==> config.mk <==
export PLATFORM = sky130hd
export DESIGN_NAME = pbw_power_inputs
export DESIGN_NICKNAME = d
export VERILOG_FILES = /design/src/verilog/pbw_pkg.sv /design/src/verilog/pbw_input_qual.sv /design/src/verilog/pbw_power_inputs.sv
export VERILOG_INCLUDE_DIRS = /design/src /design/src/verilog
export SDC_FILE = /design/constraint.sdc
export NUM_CORES = 1
export LEC_CHECK = 0
export BUFFER_PORTS_ARGS = -buffer_cell sky130_fd_sc_hd__buf_2
export CORE_MARGIN = 4
export CORE_UTILIZATION = 55
export DETAILED_ROUTE_END_ITERATION = 8
export PLACE_DENSITY = 0.75
export RECOVER_POWER = 100
export SYNTH_ARGS = -nofsm -noshare
export SYNTH_HDL_FRONTEND = slang
export SYNTH_SLANG_ARGS = --single-unit
==> constraint.sdc <==
create_clock -name i_clk_sys -period 5.2 [get_ports i_clk_sys]
set_clock_uncertainty 0.15 [all_clocks]
set_input_delay 0 -clock i_clk_sys [delete_from_list [all_inputs] [get_ports i_clk_sys]]
set_output_delay 0 -clock i_clk_sys [all_outputs]
set_load 0.01 [all_outputs]
==> src/verilog/pbw_regs.svh <==
/*
  Constants of the power button and wake input block: reset values,
  qualification counts and the standby clock rate.
  Assumes inclusion by bare name from the package and the design modules.
*/
`ifndef PBW_REGS_SVH
`define PBW_REGS_SVH

// ----------------------------------------
// Reset values
// ----------------------------------------
`define PBW_MODE_ONE_RST 1'b1
`define PBW_GATE_N_RST 1'b1
`define PBW_LEVEL_RST 1'b1

// ----------------------------------------
// Timing
// ----------------------------------------
`define PBW_SLOW_CLK_HZ 32768
`define PBW_OFF_HOLD_S 4
`define PBW_QUAL_TICKS 4'h2
`define PBW_FILTER_TICKS 4'h8
`define PBW_TICK_W 4

`endif

==> src/verilog/pbw_pkg.sv <==
/*
  Types shared by the power button and wake input block.
  Assumes pbw_regs.svh is on the include path.
*/
`include "pbw_regs.svh"

package pbw_pkg;

  // ----------------------------------------
  // Event group toward the power controller
  // ----------------------------------------
  typedef struct packed {
    logic power_on;
    logic power_off;
    logic skip;
    logic wake;
    logic sleep_req;
  } pbw_event_t;

  typedef logic [`PBW_TICK_W-1:0] pbw_ticks_t;

endpackage : pbw_pkg

==> src/verilog/pbw_input_qual.sv <==
/*
  Pin synchroniser and slow-clock stable-level qualifier.
  Assumes an asynchronous pin and a one-cycle standby clock tick.
*/
`include "pbw_regs.svh"

module pbw_input_qual (
  // Clock and reset
  input wire logic i_clk_sys,
  input wire logic i_reset_n,
  // Pin and qualification
  input wire logic i_pin_n,
  input wire logic i_slow_tick,
  input wire pbw_pkg::pbw_ticks_t i_need_ticks,
  // Qualified level
  output logic o_level_q,
  output logic o_fall_q
);
  import pbw_pkg::*;

  logic meta_q;
  logic sync_q;
  pbw_ticks_t cnt_q;
  pbw_ticks_t cnt_inc;
  wire differs = sync_q != o_level_q;
  wire reached = differs && i_slow_tick && (cnt_inc >= i_need_ticks);

  assign cnt_inc = cnt_q + 1'b1;

  // Only sync_q reads the first stage
  always_ff @(posedge i_clk_sys or negedge i_reset_n) begin
    if (!i_reset_n) begin
      meta_q <= `PBW_LEVEL_RST;
      sync_q <= `PBW_LEVEL_RST;
    end else begin
      meta_q <= i_pin_n;
      sync_q <= meta_q;
    end
  end

  // Glitch restarts the count, so slow edges settle safely
  always_ff @(posedge i_clk_sys or negedge i_reset_n) begin
    if (!i_reset_n) begin
      cnt_q <= '0;
      o_level_q <= `PBW_LEVEL_RST;
      o_fall_q <= 1'b0;
    end else begin
      o_fall_q <= reached && !sync_q;
      if (!differs || reached) begin
        cnt_q <= '0;
      end else if (i_slow_tick) begin
        cnt_q <= cnt_inc;
      end
      if (reached) begin
        o_level_q <= sync_q;
      end
    end
  end
endmodule : pbw_input_qual

==> src/verilog/pbw_power_inputs.sv <==
/*
  Power button, wake event, sleep button and sleep clock gate handling.
  Assumes a free-running 10 MHz system clock, an asynchronous standby clock
  pin, and a power controller that consumes one-cycle event pulses.
*/
`include "pbw_regs.svh"

// How it works
// A qualified button push powers on, and holding it four seconds requests power off.
// The button pin is in auxiliary input mode one from reset without software help.
// The outside world holds each button level for two standby clock edges.
// Software enables the filter when glitches or slow edges may reach the button.
// The first push after power-up is taken once the input stays low two edges.
// After the first push the button is ignored until software enables it.
// A button held low with both powers present powers on at once.
// A low button when standby power appears is taken as a skip request.
// A low on the mapped wake input wakes the device from Sleep.
// The sleep clock gate is low in Sleep and high otherwise.
// The sleep clock gate is high from reset.
// A mapped sleep button push raises a sleep request event.
// Software turns off the button function before leaving mode one.
// Inputs are synchronised and their stable low is counted in standby clock edges.

module pbw_power_inputs #(
  parameter int HOLD_TICKS = `PBW_OFF_HOLD_S * `PBW_SLOW_CLK_HZ,
  parameter int HOLD_W = 18
) (
  // Clock and reset
  input wire logic i_clk_sys,
  input wire logic i_reset_n,
  // Pins
  input wire logic i_standby_slow_clock_in,
  input wire logic i_power_button_n,
  input wire logic i_wake_event_n,
  input wire logic i_sleep_button_n,
  // Software controls
  input wire logic i_mode_one_clr,
  input wire logic i_mode_one_set,
  input wire logic i_button_enable,
  input wire logic i_filter_enable,
  input wire logic i_wake_map_en,
  input wire logic i_sleep_button_map_en,
  // Power state
  input wire logic i_working_power_good,
  input wire logic i_system_on,
  input wire logic i_sleep_state,
  // Outputs
  output pbw_pkg::pbw_event_t o_events,
  output logic o_aux_input_mode_one,
  output logic o_sleep_clock_gate_n
);
  import pbw_pkg::*;

  // ----------------------------------------
  // Standby clock tick
  // ----------------------------------------
  logic sclk_meta_q;
  logic sclk_sync_q;
  logic sclk_prev_q;
  wire slow_tick = sclk_sync_q && !sclk_prev_q;

  always_ff @(posedge i_clk_sys or negedge i_reset_n) begin
    if (!i_reset_n) begin
      sclk_meta_q <= 1'b0;
      sclk_sync_q <= 1'b0;
      sclk_prev_q <= 1'b0;
    end else begin
      sclk_meta_q <= i_standby_slow_clock_in;
      sclk_sync_q <= sclk_meta_q;
      sclk_prev_q <= sclk_sync_q;
    end
  end

  // ----------------------------------------
  // Input qualification
  // ----------------------------------------
  logic [2:0] pin_n;
  logic [2:0] level;
  logic [2:0] fall;
  pbw_ticks_t need;

  assign pin_n = {i_sleep_button_n, i_wake_event_n, i_power_button_n};
  assign need = i_filter_enable ? `PBW_FILTER_TICKS : `PBW_QUAL_TICKS;

  for (genvar g = 0; g < 3; g++) begin : g_qual
    pbw_input_qual u_qual (
      .i_clk_sys(i_clk_sys),
      .i_reset_n(i_reset_n),
      .i_pin_n(pin_n[g]),
      .i_slow_tick(slow_tick),
      .i_need_ticks(need),
      .o_level_q(level[g]),
      .o_fall_q(fall[g])
    );
  end

  // ----------------------------------------
  // Button routing and state
  // ----------------------------------------
  logic mode_one_q;
  logic first_done_q;
  logic skip_pending_q;
  logic off_sent_q;
  pbw_ticks_t skip_wait_q;
  logic [HOLD_W-1:0] hold_q;
  pbw_event_t events_d;
  pbw_event_t events_q;

  wire btn_low = mode_one_q && !level[0];
  wire btn_fall = mode_one_q && fall[0];
  // Before software takes over only the first push counts
  wire btn_live = i_button_enable || !first_done_q;
  wire push_on = btn_fall && btn_live && !i_system_on && !skip_pending_q;
  wire skip_hit = skip_pending_q && i_working_power_good && btn_low;
  // High must outlast one full qualification, else the reset value decides
  wire skip_tick = skip_pending_q && i_working_power_good && level[0] && slow_tick;
  wire skip_clear = skip_tick && (skip_wait_q >= need);
  wire hold_done = hold_q == HOLD_W'(HOLD_TICKS - 1);
  wire off_hit = btn_low && i_button_enable && i_system_on && !off_sent_q &&
    slow_tick && hold_done;

  always_comb begin
    events_d.power_on = push_on || skip_hit;
    events_d.skip = skip_hit;
    events_d.power_off = off_hit;
    events_d.wake = fall[1] && i_wake_map_en && i_sleep_state;
    events_d.sleep_req = fall[2] && i_sleep_button_map_en;
  end

  always_ff @(posedge i_clk_sys or negedge i_reset_n) begin
    if (!i_reset_n) begin
      mode_one_q <= `PBW_MODE_ONE_RST;
    end else if (i_mode_one_set) begin
      mode_one_q <= 1'b1;
    end else if (i_mode_one_clr) begin
      mode_one_q <= 1'b0;
    end
  end

  // Skip decision waits for a qualified level, not the raw strap
  always_ff @(posedge i_clk_sys or negedge i_reset_n) begin
    if (!i_reset_n) begin
      skip_pending_q <= 1'b1;
      skip_wait_q <= '0;
      first_done_q <= 1'b0;
    end else begin
      if (skip_tick) begin
        skip_wait_q <= skip_wait_q + 1'b1;
      end
      if (skip_hit || skip_clear) begin
        skip_pending_q <= 1'b0;
      end
      if (push_on || skip_hit) begin
        first_done_q <= 1'b1;
      end
    end
  end

  // Hold counter in standby ticks; one power-off per hold
  always_ff @(posedge i_clk_sys or negedge i_reset_n) begin
    if (!i_reset_n) begin
      hold_q <= '0;
      off_sent_q <= 1'b0;
    end else if (!btn_low) begin
      hold_q <= '0;
      off_sent_q <= 1'b0;
    end else if (slow_tick && !hold_done) begin
      hold_q <= hold_q + 1'b1;
    end else if (off_hit) begin
      off_sent_q <= 1'b1;
    end
  end

  always_ff @(posedge i_clk_sys or negedge i_reset_n) begin
    if (!i_reset_n) begin
      events_q <= '0;
      o_sleep_clock_gate_n <= `PBW_GATE_N_RST;
    end else begin
      events_q <= events_d;
      o_sleep_clock_gate_n <= !i_sleep_state;
    end
  end

  assign o_events = events_q;
  assign o_aux_input_mode_one = mode_one_q;
endmodule : pbw_power_inputs

==> results by group <==
Clock tree
  • Worst skew pair latency: ~0.34 ns
  • H-tree depth: 3
  • Clock Pin Slew Worst Setup and Hold Paths: 0.06 ns
  • Longest Clk Path Bufs: 2
  • Inserted Clock Buffers: 9
  • TritonCTS Sinks: 59
  • Post-CTS Hold Buffers: 14
  • CTS tree: built
  • CTS Root Cell: clkbuf_8
  • Postcts setup bufs: 0
  • Post-CTS sizing: 0

STA
  • Final Max Tran Viols: 0
  • Hold Vio Cnt, Final: 0
  • Crit path time final: 2.46 ns
  • Fin crit share: a little under half
  • Setup violators final: 0
  • FMAX: between 400 and 500 MHz
  • RSZ-0062 raised after global routing: false
  • Fin Hold WS: 0.148 ns
  • Slew Limit Headroom: 29.1%
  • Worst Max-Slew Pin Slew: about 1.1 ns
  • Fin Setup TNS: 0 ns

Routing
  • Vias/cell: 5.74
  • Routed Antenna Nets: 0
  • Final WL: 5820 µm
  • Detailed-route via count: around 2300
  • Routed len/inst: 14.7 µm
  • DRT Pass-1 Iters: 4
  • Initial DRC Count: 102
  • Post-route DRC: 0

Logic synthesis
  • Yosys warnings: 0
  • Synth top cells by count: 47 x dfrtp_1, 31 x nand2_1, 17 x a21oi_1, 16 x inv_1
  • Post-synth ARST share: 100%
  • Cells after synthesis: 281
  • Yosys cell types: 49
  • Syn_area_per_cell: about 11 µm²
  • Register area share after synthesis: around 50%
  • FF+latch count, synth: 59
  • Synthesized area: 0.00298 mm²
  • Top cell type's share of synthesized area: between 30 and 40%
  • Dominant cell type by area after synthesis: dfrtp_1
  • Count leader, synth: dfrtp_1
  • Number of synthesized flops with an enable pin: 0
  • Syn_nets: 309
  • Top FF cell, synth: dfrtp_1
  • Top cells by area, synth: dfrtp_1 39%, dfstp_2 11%, ha_1 5.5%

Run
  • Max Cap Viol: 0

Finish
  • Diode count: 0
  • Share of layout cells above drive strength 1: 14.7%
  • Final Util: around two thirds
  • Area grow syn2layout: 15.9%
  • Fin nets: 350
  • Non-filler instance count after layout: 397
  • Design area: around 0.0035 mm²

Hold path
  • Min-Delay Path Class: in2reg

Power
  • P_leak: ~1.5 nW
  • Max VDD drop: 230 µV
  • Pwr dens: 310 mW/mm²

Setup path
  • Worst setup SP type: flip-flop
  • Crit path max fanout: 11
  • WS Path Type: reg2reg
  • Worst setup EP type: flip-flop
  • Critical path arrival: approximately 2.6 ns
  • R2r setup slk: 2.74 ns
  • Worst path required time: 5.30 ns

Placement
  • Detail Placement HPWL: 3820 µm
  • Port buffer count: 21
  • Cell Count Post-Placement: 367
  • Placer Congestion: roughly 0.85
  • Placed instance area: ~0.0032 mm²

Global routing
  • Largest net degree at the start of global routing: 60
  • First-pass GRT wire length: 10200 µm
  • Vias in the first global route: approximately 2200
  • GRT overflow: 0
  • GRT Total Usage: 20.5%
  • Antenna violations before repair: 0

Floorplan
  • Placeable Area: a little over 0.005 mm²
  • Die footprint: roughly 0.0067 mm²
  • Die Wd: 81.6 µm
  • Row count: 26
  • Die Ht: 81.6 µm
  • Initial Util: 57.6%
  • Total I/O pin count: 22

Status
  • Status: completed
cells in the final DEF, fill, tap and decap left out, drive strengths merged, types with 6 or more instances in the layout:
cell type and instances:
nor3 9, ha 13, nand4 11, dlygate4sd3 14
xnor2 6, a21oi 17, clkbuf 22, buf 15
dfrtp 47, inv 16, nand2 31, nand3 8
nor2 6, o21ai 13, nand2b 11, dfstp 12
per-layer routing:
layer  vias to the layer above  track usage [%]  wire length [µm]  part of all wire, %
li1                       1116                -                 -                    -
met3                         7             6.91               360                  6.2
met1                      1089             27.6              2710                   47
met4                         0             7.97                77                  1.3
met5                         -                0                 0                    0
met2                        67             30.5              2680                   46
flip-flops by register name, indices dropped and copies added (netlist names):
signal                   flops
hold_q                      18
g_qual.u_qual.cnt_q         12
o_events                     5
skip_wait_q                  4
g_qual.u_qual.meta_q         3
g_qual.u_qual.o_fall_q       3
g_qual.u_qual.o_level_q      3
g_qual.u_qual.sync_q         3
first_done_q                 1
o_aux_input_mode_one         1
o_sleep_clock_gate_n         1
off_sent_q                   1
sclk_meta_q                  1
sclk_prev_q                  1
sclk_sync_q                  1
skip_pending_q               1
where the power goes:
group	internal, W	switching [W]
clock	0.000260	0.000171
combinational	0.0000538	0.0000761
sequential	0.000489	0.0000216
worst max-delay path, cell delays in order, from the launching register on:
cell and delay (ns):
dfrtp_1 0.42, nor2b_1 0.67, nand4_1 0.38, or4_1 0.60
a21oi_1 0.16
final cells by class:
| cell class | instances | area, µm² |
|---|---|---|
| fill | 405 | 1720 |
| sequential | 59 | 1490 |
| multi-input combinational | 199 | 1360 |
| timing repair buffer | 37 | 250 |
| clock buffer | 14 | 173 |
| tap | 70 | 87.6 |
| inverter | 16 | 60.1 |
| clock inverter | 2 | 35.0 |
through the flow:
step / setup slack, ns / power (W)
4_1_cts: 2.75 / 0.00109
6_report: 2.74 / 0.00107
5_1_grt: 2.55 / 0.00113
3_5_place_dp: 2.80 / 0.000641
2_1_floorplan: 3.08 / 0.000599
3_3_place_gp: 2.92 / 0.000633
kinds of logic after synthesis:
kind of cell             share of synthesized area [%]
XOR/XNOR                                          2.94
flip-flops                                        50.0
AND/OR/NAND/NOR                                   20.9
buffers and inverters                             2.94
AO/OA/AOI/OAI                                     14.1
adder cells (fa/ha/maj)                           5.46
multiplexers                                      3.57
path summary, 6_finish.rpt:
check,startpoint,end,cells past startpoint
max,sclk_sync_q,hold_q[11],4
min,i_standby_slow_clock_in,sclk_meta_q,2
max reg2reg,sclk_sync_q,hold_q[11],4
min reg2reg,g_qual[0].u_qual.meta_q,g_qual[0].u_qual.sync_q,0
max in group asynchronous,i_reset_n,hold_q[15],3
min in group asynchronous,i_reset_n,g_qual[2].u_qual.cnt_q[3],3
No activity file was read; power rests on OpenSTA's default activity.
